`src/shared/jct_map.vh`:
```
// Purpose: Constants for the configuration test access port
// Assumes: Five-bit instructions, TCK sampled by core clock
// Notes:   Included by jct_config_tap, jct_tap_fsm and the testbench; jct_pin_sync does not include it
`ifndef JCT_MAP_VH
`define JCT_MAP_VH

// ----------------------------------------
// Instruction codes
// ----------------------------------------
`define JCT_IR_W            5
`define JCT_OP_EXTEST       5'h00
`define JCT_OP_SEL_CFG      5'h01
`define JCT_OP_ERASE        5'h02
`define JCT_OP_READBACK     5'h03
`define JCT_OP_PROGRAM      5'h04
`define JCT_OP_IDREAD       5'h0D
`define JCT_OP_CALIB        5'h10
`define JCT_OP_SAMPLE       5'h1E
`define JCT_OP_BYPASS       5'h1F

// ----------------------------------------
// Register lengths
// ----------------------------------------
`define JCT_CFG_W           109
`define JCT_ID_W            32

// ----------------------------------------
// Controller states
// ----------------------------------------
`define JCT_ST_RESET        4'h0
`define JCT_ST_IDLE         4'h1
`define JCT_ST_SEL_DR       4'h2
`define JCT_ST_CAP_DR       4'h3
`define JCT_ST_SH_DR        4'h4
`define JCT_ST_EX1_DR       4'h5
`define JCT_ST_PAU_DR       4'h6
`define JCT_ST_EX2_DR       4'h7
`define JCT_ST_UPD_DR       4'h8
`define JCT_ST_SEL_IR       4'h9
`define JCT_ST_CAP_IR       4'hA
`define JCT_ST_SH_IR        4'hB
`define JCT_ST_EX1_IR       4'hC
`define JCT_ST_PAU_IR       4'hD
`define JCT_ST_EX2_IR       4'hE
`define JCT_ST_UPD_IR       4'hF

`endif
```
`src/hw/jct_config_tap.v`:
```
// Purpose: Serial test port for configuration program and readback
// Assumes: TCK slower than a quarter of core_clk_i; cells modelled by ports
// Notes:   No boundary-scan cells; scan-related codes fall back to bypass
`timescale 1ns/1ps
`include "jct_map.vh"

module jct_config_tap #(
    parameter            CFG_W   = `JCT_CFG_W,
    parameter            ID_W    = `JCT_ID_W,
    parameter [ID_W-1:0] ID_CODE = 32'h1234_5671 // Arbitrary value
) (
    input  wire             core_clk_i,
    input  wire             rst_n_i,
    input  wire             tck_i,
    input  wire             tms_i,
    input  wire             tdi_i,
    input  wire             trst_n_i,
    output wire             tdo_o,
    output wire             tdo_oe_o,
    input  wire [CFG_W-1:0] cells_cfg_i,
    input  wire             cells_lock_i,
    input  wire             cells_busy_i,
    output wire             prog_start_o,
    output wire             erase_start_o,
    output wire             readback_start_o,
    output wire             calib_start_o,
    output wire [CFG_W-1:0] prog_data_o,
    output wire             lock_o
);

    // ----------------------------------------
    // Pin sampling
    // ----------------------------------------
    wire [3:0] pin_lvl;
    wire [3:0] pin_rise;
    wire [3:0] pin_fall;

    jct_pin_sync #(
        .W (4)
    ) u_sync (
        .core_clk_i (core_clk_i),
        .rst_n_i    (rst_n_i),
        .pin_i      ({trst_n_i, tdi_i, tms_i, tck_i}),
        .rst_val_i  (4'h0),
        .lvl_o      (pin_lvl),
        .rise_o     (pin_rise),
        .fall_o     (pin_fall)
    );

    // Pins cross two flops before any edge or level is used
    wire tck_rise = pin_rise[0];
    wire tck_fall = pin_fall[0];
    wire tms_s    = pin_lvl[1];
    wire tdi_s    = pin_lvl[2];
    wire trst_n_s = pin_lvl[3];

    // ----------------------------------------
    // Controller
    // ----------------------------------------
    wire [3:0] state;

    // Advances once per synchronised rising test clock
    jct_tap_fsm u_fsm (
        .core_clk_i (core_clk_i),
        .rst_n_i    (rst_n_i),
        .trst_n_i   (trst_n_s),
        .adv_i      (tck_rise),
        .tms_i      (tms_s),
        .state_o    (state)
    );

    // Strobes other than in_reset last one core cycle per rising test clock
    wire in_reset = (state == `JCT_ST_RESET);
    wire cap_dr   = tck_rise && (state == `JCT_ST_CAP_DR);
    wire sh_dr    = tck_rise && (state == `JCT_ST_SH_DR);
    wire cap_ir   = tck_rise && (state == `JCT_ST_CAP_IR);
    wire sh_ir    = tck_rise && (state == `JCT_ST_SH_IR);
    wire upd_ir   = tck_rise && (state == `JCT_ST_UPD_IR);
    wire upd_dr   = tck_rise && (state == `JCT_ST_UPD_DR);
    // Idle is entered only from reset or an update state
    wire to_idle  = tck_rise && !tms_s && (state != `JCT_ST_IDLE) &&
                    (state == `JCT_ST_UPD_IR || state == `JCT_ST_UPD_DR ||
                     state == `JCT_ST_RESET);

    // ----------------------------------------
    // Instruction register
    // ----------------------------------------
    // Shift stage and active code kept apart until update
    reg [`JCT_IR_W-1:0] ir_sh_ff;
    reg [`JCT_IR_W-1:0] ir_ff;
    reg                 pend_ff;

    always @(posedge core_clk_i or negedge rst_n_i) begin
        if (!rst_n_i) begin
            ir_sh_ff <= `JCT_OP_IDREAD;
            ir_ff    <= `JCT_OP_IDREAD;
        end else if (in_reset) begin
            ir_ff    <= `JCT_OP_IDREAD;
            ir_sh_ff <= `JCT_OP_IDREAD;
        end else if (cap_ir) begin
            ir_sh_ff <= `JCT_OP_IDREAD;
        end else if (sh_ir) begin
            ir_sh_ff <= {tdi_s, ir_sh_ff[`JCT_IR_W-1:1]};
        end else if (upd_ir) begin
            ir_ff    <= ir_sh_ff;
        end
    end

    // Deferred operations armed at update, fired on the next idle entry if cells are not busy, else dropped
    // Update edge may itself enter idle, so look through to the new code
    wire [`JCT_IR_W-1:0] ir_eff   = upd_ir ? ir_sh_ff : ir_ff;
    wire                 armed    = upd_ir || pend_ff;
    wire                 deferred = (ir_eff == `JCT_OP_PROGRAM) || (ir_eff == `JCT_OP_ERASE) ||
                                    (ir_eff == `JCT_OP_CALIB);
    wire                 fire     = to_idle && armed && deferred && !cells_busy_i;
    wire                 prog_go  = fire && (ir_eff == `JCT_OP_PROGRAM);
    wire                 erase_go = fire && (ir_eff == `JCT_OP_ERASE);
    wire                 cal_go   = fire && (ir_eff == `JCT_OP_CALIB);

    always @(posedge core_clk_i or negedge rst_n_i) begin
        if (!rst_n_i) begin
            pend_ff <= 1'b0;
        end else if (in_reset) begin
            pend_ff <= 1'b0;
        end else if (to_idle) begin
            pend_ff <= 1'b0;
        end else if (upd_ir) begin
            pend_ff <= 1'b1;
        end
    end

    // ----------------------------------------
    // Data register select
    // ----------------------------------------
    wire sel_cfg = (ir_ff == `JCT_OP_SEL_CFG) || (ir_ff == `JCT_OP_PROGRAM) ||
                   (ir_ff == `JCT_OP_READBACK);
    wire sel_id  = (ir_ff == `JCT_OP_IDREAD);
    // Unlisted codes, boundary-scan ones included, fall to bypass
    wire sel_byp = !sel_cfg && !sel_id;

    // ----------------------------------------
    // Data registers
    // ----------------------------------------
    reg [CFG_W-1:0] cfg_sh_ff;
    reg [CFG_W-1:0] cfg_hold_ff;
    reg [ID_W-1:0]  id_sh_ff;
    reg             byp_ff;
    reg             lock_ff;
    reg             rb_pend_ff;

    always @(posedge core_clk_i or negedge rst_n_i) begin
        if (!rst_n_i) begin
            cfg_sh_ff <= {CFG_W{1'b0}};
        end else if (cap_dr && sel_cfg) begin
            // Locked parts capture zeros even from an older snapshot
            cfg_sh_ff <= lock_ff ? {CFG_W{1'b0}} : cfg_hold_ff;
        end else if (sh_dr && sel_cfg) begin
            cfg_sh_ff <= {tdi_s, cfg_sh_ff[CFG_W-1:1]};
        end
    end

    // Readback snapshot; blanked while locked
    always @(posedge core_clk_i or negedge rst_n_i) begin
        if (!rst_n_i) begin
            cfg_hold_ff <= {CFG_W{1'b0}};
        end else if (rb_pend_ff) begin
            cfg_hold_ff <= lock_ff ? {CFG_W{1'b0}} : cells_cfg_i;
        end else if (upd_dr && sel_cfg) begin
            cfg_hold_ff <= lock_ff ? {CFG_W{1'b0}} : cfg_sh_ff;
        end
    end

    always @(posedge core_clk_i or negedge rst_n_i) begin
        if (!rst_n_i) begin
            rb_pend_ff <= 1'b0;
        end else begin
            // Cell snapshot follows one cycle after update
            rb_pend_ff <= upd_ir && (ir_sh_ff == `JCT_OP_READBACK);
        end
    end

    always @(posedge core_clk_i or negedge rst_n_i) begin
        if (!rst_n_i) begin
            id_sh_ff <= {ID_W{1'b0}};
        end else if (cap_dr && sel_id) begin
            // Fixed word, loaded only when selected
            id_sh_ff <= ID_CODE;
        end else if (sh_dr && sel_id) begin
            id_sh_ff <= {tdi_s, id_sh_ff[ID_W-1:1]};
        end
    end

    always @(posedge core_clk_i or negedge rst_n_i) begin
        if (!rst_n_i) begin
            byp_ff <= 1'b0;
        end else if (cap_dr && sel_byp) begin
            // Known zero first, as a chained scan expects
            byp_ff <= 1'b0;
        end else if (sh_dr && sel_byp) begin
            byp_ff <= tdi_s;
        end
    end

    // ----------------------------------------
    // Security lock mirror
    // ----------------------------------------
    // Follows the cells; only an erase lets it clear
    always @(posedge core_clk_i or negedge rst_n_i) begin
        if (!rst_n_i) begin
            lock_ff <= 1'b1;
        end else if (cells_lock_i) begin
            lock_ff <= 1'b1;
        end else if (erase_go) begin
            lock_ff <= 1'b0;
        end
    end

    // ----------------------------------------
    // Deferred operation start
    // ----------------------------------------
    // One-cycle start pulses; pattern held until the next program
    reg             prog_ff;
    reg             erase_ff;
    reg             cal_ff;
    reg [CFG_W-1:0] prog_data_ff;

    always @(posedge core_clk_i or negedge rst_n_i) begin
        if (!rst_n_i) begin
            prog_ff      <= 1'b0;
            erase_ff     <= 1'b0;
            cal_ff       <= 1'b0;
            prog_data_ff <= {CFG_W{1'b0}};
        end else begin
            prog_ff  <= prog_go;
            erase_ff <= erase_go;
            cal_ff   <= cal_go;
            if (prog_go) begin
                prog_data_ff <= cfg_sh_ff;
            end
        end
    end

    assign prog_start_o     = prog_ff;
    assign erase_start_o    = erase_ff;
    assign calib_start_o    = cal_ff;
    assign readback_start_o = rb_pend_ff;
    assign prog_data_o      = prog_data_ff;
    assign lock_o           = lock_ff;

    // ----------------------------------------
    // Serial output
    // ----------------------------------------
    reg tdo_ff;
    reg oe_ff;

    wire sh_ir_st = (state == `JCT_ST_SH_IR);
    wire sh_dr_st = (state == `JCT_ST_SH_DR);
    // Moves after the falling test clock; released outside shift states
    // so that chained parts never drive against each other
    wire dr_bit   = sel_cfg ? cfg_sh_ff[0] : (sel_id ? id_sh_ff[0] : byp_ff);

    always @(posedge core_clk_i or negedge rst_n_i) begin
        if (!rst_n_i) begin
            tdo_ff <= 1'b0;
            oe_ff  <= 1'b0;
        end else if (!trst_n_s) begin
            oe_ff  <= 1'b0;
        end else if (tck_fall) begin
            tdo_ff <= sh_ir_st ? ir_sh_ff[0] : dr_bit;
            oe_ff  <= sh_ir_st || sh_dr_st;
        end
    end

    assign tdo_o    = tdo_ff;
    assign tdo_oe_o = oe_ff;

endmodule // jct_config_tap

```
`src/hw/jct_pin_sync.v`:
```
// Purpose: Two-stage synchroniser and edge finder for the test pins
// Assumes: Pins are asynchronous to core_clk_i
// Notes:   First stage feeds only the second stage
`timescale 1ns/1ps

module jct_pin_sync #(
    parameter W = 4
) (
    input  wire         core_clk_i,
    input  wire         rst_n_i,
    input  wire [W-1:0] pin_i,
    input  wire [W-1:0] rst_val_i,
    output wire [W-1:0] lvl_o,
    output wire [W-1:0] rise_o,
    output wire [W-1:0] fall_o
);

    reg [W-1:0] meta_ff;
    reg [W-1:0] sync_ff;
    reg [W-1:0] prev_ff;

    // ----------------------------------------
    // Synchroniser chain
    // ----------------------------------------
    always @(posedge core_clk_i or negedge rst_n_i) begin
        if (!rst_n_i) begin
            meta_ff <= {W{1'b0}};
            sync_ff <= {W{1'b0}};
            prev_ff <= {W{1'b0}};
        end else begin
            meta_ff <= pin_i;
            sync_ff <= meta_ff;
            prev_ff <= sync_ff;
        end
    end

    assign lvl_o  = sync_ff;
    assign rise_o = sync_ff & ~prev_ff & ~rst_val_i;
    assign fall_o = ~sync_ff & prev_ff;

endmodule // jct_pin_sync

```
`src/hw/jct_tap_fsm.v`:
```
// Purpose: Sixteen-state test access port controller
// Assumes: Advance strobe is one core cycle per rising TCK
// Notes:   Test reset forces the reset state at once
`timescale 1ns/1ps
`include "jct_map.vh"

module jct_tap_fsm (
    input  wire       core_clk_i,
    input  wire       rst_n_i,
    input  wire       trst_n_i,
    input  wire       adv_i,
    input  wire       tms_i,
    output wire [3:0] state_o
);

    reg [3:0] state_ff;
    reg [3:0] nxt_state;

    always @* begin
        case (state_ff)
            `JCT_ST_RESET:  nxt_state = tms_i ? `JCT_ST_RESET  : `JCT_ST_IDLE;
            `JCT_ST_IDLE:   nxt_state = tms_i ? `JCT_ST_SEL_DR : `JCT_ST_IDLE;
            `JCT_ST_SEL_DR: nxt_state = tms_i ? `JCT_ST_SEL_IR : `JCT_ST_CAP_DR;
            `JCT_ST_CAP_DR: nxt_state = tms_i ? `JCT_ST_EX1_DR : `JCT_ST_SH_DR;
            `JCT_ST_SH_DR:  nxt_state = tms_i ? `JCT_ST_EX1_DR : `JCT_ST_SH_DR;
            `JCT_ST_EX1_DR: nxt_state = tms_i ? `JCT_ST_UPD_DR : `JCT_ST_PAU_DR;
            `JCT_ST_PAU_DR: nxt_state = tms_i ? `JCT_ST_EX2_DR : `JCT_ST_PAU_DR;
            `JCT_ST_EX2_DR: nxt_state = tms_i ? `JCT_ST_UPD_DR : `JCT_ST_SH_DR;
            `JCT_ST_UPD_DR: nxt_state = tms_i ? `JCT_ST_SEL_DR : `JCT_ST_IDLE;
            `JCT_ST_SEL_IR: nxt_state = tms_i ? `JCT_ST_RESET  : `JCT_ST_CAP_IR;
            `JCT_ST_CAP_IR: nxt_state = tms_i ? `JCT_ST_EX1_IR : `JCT_ST_SH_IR;
            `JCT_ST_SH_IR:  nxt_state = tms_i ? `JCT_ST_EX1_IR : `JCT_ST_SH_IR;
            `JCT_ST_EX1_IR: nxt_state = tms_i ? `JCT_ST_UPD_IR : `JCT_ST_PAU_IR;
            `JCT_ST_PAU_IR: nxt_state = tms_i ? `JCT_ST_EX2_IR : `JCT_ST_PAU_IR;
            `JCT_ST_EX2_IR: nxt_state = tms_i ? `JCT_ST_UPD_IR : `JCT_ST_SH_IR;
            `JCT_ST_UPD_IR: nxt_state = tms_i ? `JCT_ST_SEL_DR : `JCT_ST_IDLE;
            default:        nxt_state = `JCT_ST_RESET;
        endcase
    end

    always @(posedge core_clk_i or negedge rst_n_i) begin
        if (!rst_n_i) begin
            state_ff <= `JCT_ST_RESET;
        end else if (!trst_n_i) begin
            state_ff <= `JCT_ST_RESET;
        end else if (adv_i) begin
            state_ff <= nxt_state;
        end
    end

    assign state_o = trst_n_i ? state_ff : `JCT_ST_RESET;

endmodule // jct_tap_fsm

```
`config.mk`:
```
export PLATFORM = sky130hd
export DESIGN_NAME = jct_config_tap
export DESIGN_NICKNAME = d
export VERILOG_FILES = /design/src/hw/jct_config_tap.v /design/src/hw/jct_pin_sync.v /design/src/hw/jct_tap_fsm.v
export VERILOG_INCLUDE_DIRS = /design/src /design/src/shared
export SDC_FILE = /design/constraint.sdc
export NUM_CORES = 1
export LEC_CHECK = 0
export ABC_CLOCK_PERIOD_IN_PS = 2100
export BUFFER_PORTS_ARGS = -buffer_cell sky130_fd_sc_hd__buf_2
export CAP_MARGIN = 40
export CELL_PAD_IN_SITES_DETAIL_PLACEMENT = 0
export CELL_PAD_IN_SITES_GLOBAL_PLACEMENT = 1
export CORE_ASPECT_RATIO = 1.2
export CORE_MARGIN = 5
export CORE_UTILIZATION = 35
export CTS_CLUSTER_DIAMETER = 150
export DETAILED_ROUTE_END_ITERATION = 10
export PLACE_DENSITY_LB_ADDON = 0.3
export SLEW_MARGIN = 10
export SYNTH_ARGS = -nofsm -noshare
export SYNTH_HDL_FRONTEND = slang
export SYNTH_SLANG_ARGS = --single-unit
```
`constraint.sdc`:
```
create_clock -name core_clk_i -period 2.1 [get_ports core_clk_i]
set_input_delay 0.105 -clock core_clk_i [delete_from_list [all_inputs] [get_ports core_clk_i]]
set_output_delay 0.105 -clock core_clk_i [all_outputs]
set_load 0.02 [all_outputs]
```
Word level (Yosys, flattened, before mapping)
Index checks and enable logic that the tools add are counted.
Word-level totals
  bits in registers: 391
  input bits: 117
  output and inout bits: 116
Operators by class
  eq/ne operators: 34
  mux-type cells: 44
  bitwise operators: 4
  reduce and logical (&&, ||, !) cells: 50
Operator list (number)
  109-bit 2-to-1 mux: 7
  32-bit 2-to-1 mux: 2
  4-bit equality test (second input constant): 12
  4-bit one-hot mux with 12 select lines: 1
  5-bit 2-to-1 mux: 7
  4-bit 2-to-1 mux: 7
  1-bit logical AND: 24
  4-bit by 3-bit equality test with 1-bit output (second input constant): 5
  5-bit by 2-bit equality test with 1-bit output (second input constant): 3
  1-bit 2-to-1 mux: 15
  4-bit by 2-bit equality test with 1-bit output (second input constant): 3
  5-bit by 3-bit equality test with 1-bit output (second input constant): 2
  2-bit nonzero test: 5
  4-bit zero test: 2
  1-bit logical OR: 8
  2-bit != test (second input constant): 4
  2-bit 2-to-1 mux: 3
  3-bit 2-to-1 mux: 2
  3-bit nonzero test: 2
  5-bit by 1-bit equality test with 1-bit output (second input constant): 1
  5-bit by 4-bit equality test with 1-bit output (second input constant): 1
  5-bit equality test (second input constant): 1
  4-bit by 1-bit equality test with 1-bit output (second input constant): 1
  1-bit zero test: 4
  6 further kinds: 10

Depth between registers and ports, before layout
  depth in word-level cells: 12
  gate-level depth with buffers: 9
  mapped depth without buffers: 5

Modules after synthesis
From an unflattened synthesis, not the netlist that was laid out.
Unflattened totals
  cells, all modules: 1551
  area total of the unflattened synthesis: 19266.0 sq um
By module, submodules not included
  jct_config_tap: instances 1, cells each 1478, area each 18499.0 sq um, sequential area each 9467.8 sq um
  jct_pin_sync: instances 1, cells each 20, area each 385.4 sq um, sequential area each 300.3 sq um
  jct_tap_fsm: instances 1, cells each 53, area each 381.6 sq um, sequential area each 100.1 sq um

Worst setup path after synthesis
OpenSTA, ideal clock, no wires.
  path kind: register -> register
  start: reg u_fsm.state_ff[2]
  end: reg prog_data_ff[10], in the netlist prog_data_o[10]
  setup time: 125 ps
  arrival time: 2034 ps
  data required time: 1975 ps
  path slack: -59 ps
  cell stages (with the launch flop): 9
  buffers on the path: 3
  clock period less this slack: 2159 ps
  cells stage by stage: dfrtp_1 > buf_6 > or3_1 > a311oi_2 > o21ai_2 > a21oi_4 > buf_12 > buf_12 > mux2_4
Between the ends
  longest elaborated chain between the ends: 10
Ends and longest elaborated chain
  start: declaration: line jct_tap_fsm.v:16  | reg [3:0] state_ff;
  start signal: assignment: line jct_tap_fsm.v:43  | state_ff <= `JCT_ST_RESET;
  start signal: assignment: line jct_tap_fsm.v:45  | state_ff <= `JCT_ST_RESET;
  start signal: assignment: line jct_tap_fsm.v:47  | state_ff <= nxt_state;
  4-bit 2-to-1 mux (no source line) (*)
  4-bit equality test (no source line)
  1-bit logical AND: line jct_config_tap.v:78  | wire upd_ir = tck_rise && (state == `JCT_ST_UPD_IR);
  5-bit 2-to-1 mux
  5-bit by 3-bit equality test with 1-bit output (no source line) / 5-bit by 2-bit equality test with 1-bit output (equally long branches)
  1-bit logical OR (2 in a row): line jct_config_tap.v:113  | wire deferred = (ir_eff == `JCT_OP_PROGRAM) || (ir_eff == `JCT_OP_ERASE) ||
  1-bit logical AND (2 in a row): line jct_config_tap.v:115  | wire fire = to_idle && armed && deferred && !cells_busy_i;
  1-bit logical AND (*): line jct_config_tap.v:116  | wire prog_go = fire && (ir_eff == `JCT_OP_PROGRAM);
  end signal: assignment: line jct_config_tap.v:232  | prog_data_ff <= {CFG_W{1'b0}};
  end signal: assignment: line jct_config_tap.v:238  | prog_data_ff <= cfg_sh_ff;
  end: declaration: line jct_config_tap.v:225  | reg [CFG_W-1:0] prog_data_ff;
Every way passes the cells marked *; elsewhere a longest branch is shown, timed or not.
A chain may end at the register's enable or synchronous reset.

Worst setup path in the final report
  start: reg u_fsm.state_ff[2]
  end: reg prog_data_ff[93], in the netlist prog_data_o[93]
The elaborated chain is that of the path after synthesis.

==> metrics.md <==
| Metric | Value |
|---|---|
| Synth cell types | `52` |
| Power Total | `16.2 mW` |
| # DRC | `0` |
| Switching Fraction | `0.216` |
| Die area | `55,800 µm²` |
| Setup WS post-layout | `-0.185 ns` |
| Crit path capture type | `flop` |
| Pre-antenna DRT Iters | `6` |
| Final slew viol count | `0` |
| CTS tree | `done` |
| Most common cell in the netlist | `dfrtp_1` |
| First-pass GRT wire length | `82,000 µm` |
| Vias | `14,000` |
| Sequential share of power | `0.467` |
| Mapped cell area | `17,900 µm²` |
| Initial antenna violation count | `3` |
| CTS buffer count | `45` |
| Yosys top cell area share | `0.537` |
| DP Worst Slack | `-0.214 ns` |
| Clock-pin slew on the worst setup and hold paths | `0.06 ns` |
| Comb pwr share | `0.036` |
| Std-Cell Rows | `90` |
| Hold Violations, Final | `0` |
| Reg-to-reg slack, setup | `-0.19 ns` |
| LEAKAGE | `11.1 nW` |
| Detailed-route wire length | `54,000 µm` |
| VDD IR max | `0.524 mV` |
| Chip Width | `216 µm` |
| Clock Path Buffers | `3` |
| Critical path class | `reg -> reg` |
| Final setup vio count | `276` |
| Flops & latches, synth | `391` |
| Slew @ Worst Pin | `0.802 ns` |
| Syn Area/Cell | `11.0 µm²` |
| Clk root buf | `clkbuf_16` |
| Cell-internal power | `12.7 mW` |
| Yosys warning count | `0` |
| Reg2reg start | `u_fsm.state_ff[2]` |
| Final HPWL DP | `30,400 µm` |
| Via/cell ratio | `5.16` |
| Final Skew | `0.0317 ns` |
| Number of global-route vias before repair | `14,400` |
| Post-synth top area cell | `dfrtp_1` |
| RSZ-0062 raised after global routing | `yes` |
| Post-synth top cells | `dfrtp_1, a21oi_1, nand2_1` |
| Sequential-to-total area share from yosys stat | `0.547` |
| Fin nets | `2,146` |
| H-tree depth | `2` |
| Die height | `258 µm` |
| Area added between synthesis and finish | `36.3%` |
| Synth Flop Type | `dfrtp_1` |
| GRT Util Overall | `0.181` |
| PD cells | `663 nW/µm²` |
| CTS sink count | `391` |
| Syn nets | `1,740` |
| Avg WL per Cell | `20.0 µm` |
| Grt total ovfl | `0` |
| Critical Path AT | `2.74 ns` |
| Critical Path Source | `u_fsm.state_ff[2]` |
| Max Cap Viol | `0` |
| Starting Density | `0.355` |
| Largest net degree at the start of global routing | `116` |
| Clk Latency, worst-skew pair | `0.58 ns` |
| Min-Delay Path Class | `in -> async` |
| RD Place Congestion | `0.762` |
| Initial detailed-routing violation count | `864` |
| Post-synth EDFFs | `0` |
| Layout cells sized above 1 | `0.304` |
| NetSw | `3.50 mW` |
| Fin crit period | `2.29 ns` |
| Core area | `50,400 µm²` |
| Synth async-reset ratio | `1.00` |
| Ports | `233` |
| Critical path data required time | `2.56 ns` |
| Fmax | `0.438 GHz` |
| Status | `finished with violations` |
| Ranking of synthesized cells by area | `dfrtp_1, mux2_4, a21oi_1` |
| Max Fanout on Critical Path | `6` |
| Final Cycle Share | `1.09` |
| Failing checks | `negative setup slack` |
| Post-DRT Antenna Nets | `0` |
| Relative slew slack | `0.465` |
| Gate Count Post-Synth | `1,623` |
| PortBufs | `232` |
| CP Launch Type | `flop` |
| Clock share of power | `0.497` |
[placed cells by master (no fill, tap or decap), types with 10 or more instances in the layout]
cell type | synthesis | routed
a21oi_1 | 231 | 230
and3_1 | 37 | 37
buf_12 | 11 | 33
buf_16 | 0 | 19
buf_2 | 24 | 231
buf_4 | 4 | 66
buf_6 | 1 | 16
clkbuf_1 | 91 | 10
clkbuf_16 | 0 | 53
dfrtp_1 | 384 | 383
dlygate4sd3_1 | 0 | 115
mux2_4 | 99 | 107
mux2i_1 | 110 | 110
nand2_1 | 169 | 169
nand3_1 | 11 | 10
nor2_1 | 138 | 138
nor3b_1 | 76 | 68
o21ai_0 | 40 | 28
o21ai_1 | 0 | 11
o31ai_1 | 111 | 83
o31ai_2 | 0 | 28
[power groups by stage]
stage                     clock, mW  combinational [mW]  sequential, mW
after floorplan                   0              0.0497            7.69
after global placement            0               0.414            7.69
after detailed placement          0               0.415            7.69
after CTS                      8.27               0.589            7.55
after global routing           8.54               0.646            7.55
final                          8.05               0.577            7.55
[per-stage QoR]
stage / hold slack (ns) / util / std cells / setup TNS (ns) / cell area (µm²)
global route: 0.111 / 0.484 / 2705 / -62.12 / 24400
global placement: 0.0937 / 0.402 / 2458 / -22.38 / 20300
finish: 0.0719 / 0.484 / 2707 / -25.58 / 24400
floorplan: -0.191 / - / 1623 / -5.84 / 17900
detailed placement: 0.0933 / 0.402 / 2458 / -28.55 / 20300
CTS: 0.0524 / 0.476 / 2692 / -30.69 / 24000
[per-layer routing]
| layer | track usage | vias to the layer above | share of wire |
|---|---|---|---|
| li1 | - | 6569 | - |
| met5 | 0 | - | 0 |
| met2 | 0.315 | 283 | 0.50 |
| met3 | 0.0333 | 65 | 0.040 |
| met4 | 0.0436 | 0 | 0.017 |
| met1 | 0.235 | 7043 | 0.44 |
[critical path, cell delays in order, from the launching register on]
cell      delay, ns
dfrtp_1        0.38
or3_4          0.39
a311oi_2       0.28
o21ai_2        0.13
a21oi_4        0.15
buf_12         0.14
buf_12         0.11
buf_16         0.14
buf_4          0.14
mux2_4         0.30
[area by class of cell]
class	instances	area, µm²
clock inverter	16	228
fill	4535	26000
clock buffer	62	1270
tap	644	806
inverter	5	18.8
timing repair buffer	500	4660
antenna	3	7.51
sequential	391	9800
multi-input combinational	1086	7610
[path summary, 6_finish.rpt]
check | cells after the start | to
setup / recovery | 9 | prog_data_o[93]
hold / removal | 2 | tdo_o
setup reg to reg | 9 | prog_data_o[93]
hold reg to reg | 0 | u_sync.lvl_o[1]
max in group asynchronous | 3 | prog_data_o[42]
min in group core_clk_i | 2 | u_sync.meta_ff[1]
[flip-flops by register name, indices dropped and copies added (netlist names), 4 cells and up]
signal          cells
prog_data_o       109
u_sync.lvl_o        4
u_sync.meta_ff      4
ir_ff               5
id_sh_ff           32
u_fsm.state_ff      4
ir_sh_ff            5
cfg_hold_ff       109
cfg_sh_ff         109
[kinds of logic (layout without fill, tap and decap cells)]
family	Yosys count	in the layout	share of synthesized area
compound gates	409	409	0.136
buf+inv	146	583	0.0435
flops	391	391	0.547
mux	220	220	0.151
other cells	0	3	0
simple gates	457	457	0.122
[what timing repair did]
action                                  4_1_cts  5_1_grt
hold buffers                                115        0
gates resized for setup                      82       37
endpoints found under the setup margin      355      362
setup buffers                                22        5
pin swaps                                     3        2
hold endpoints to repair                    384        0
gates cloned                                 20        9
Note: power is estimated with default switching activity, not from simulation.
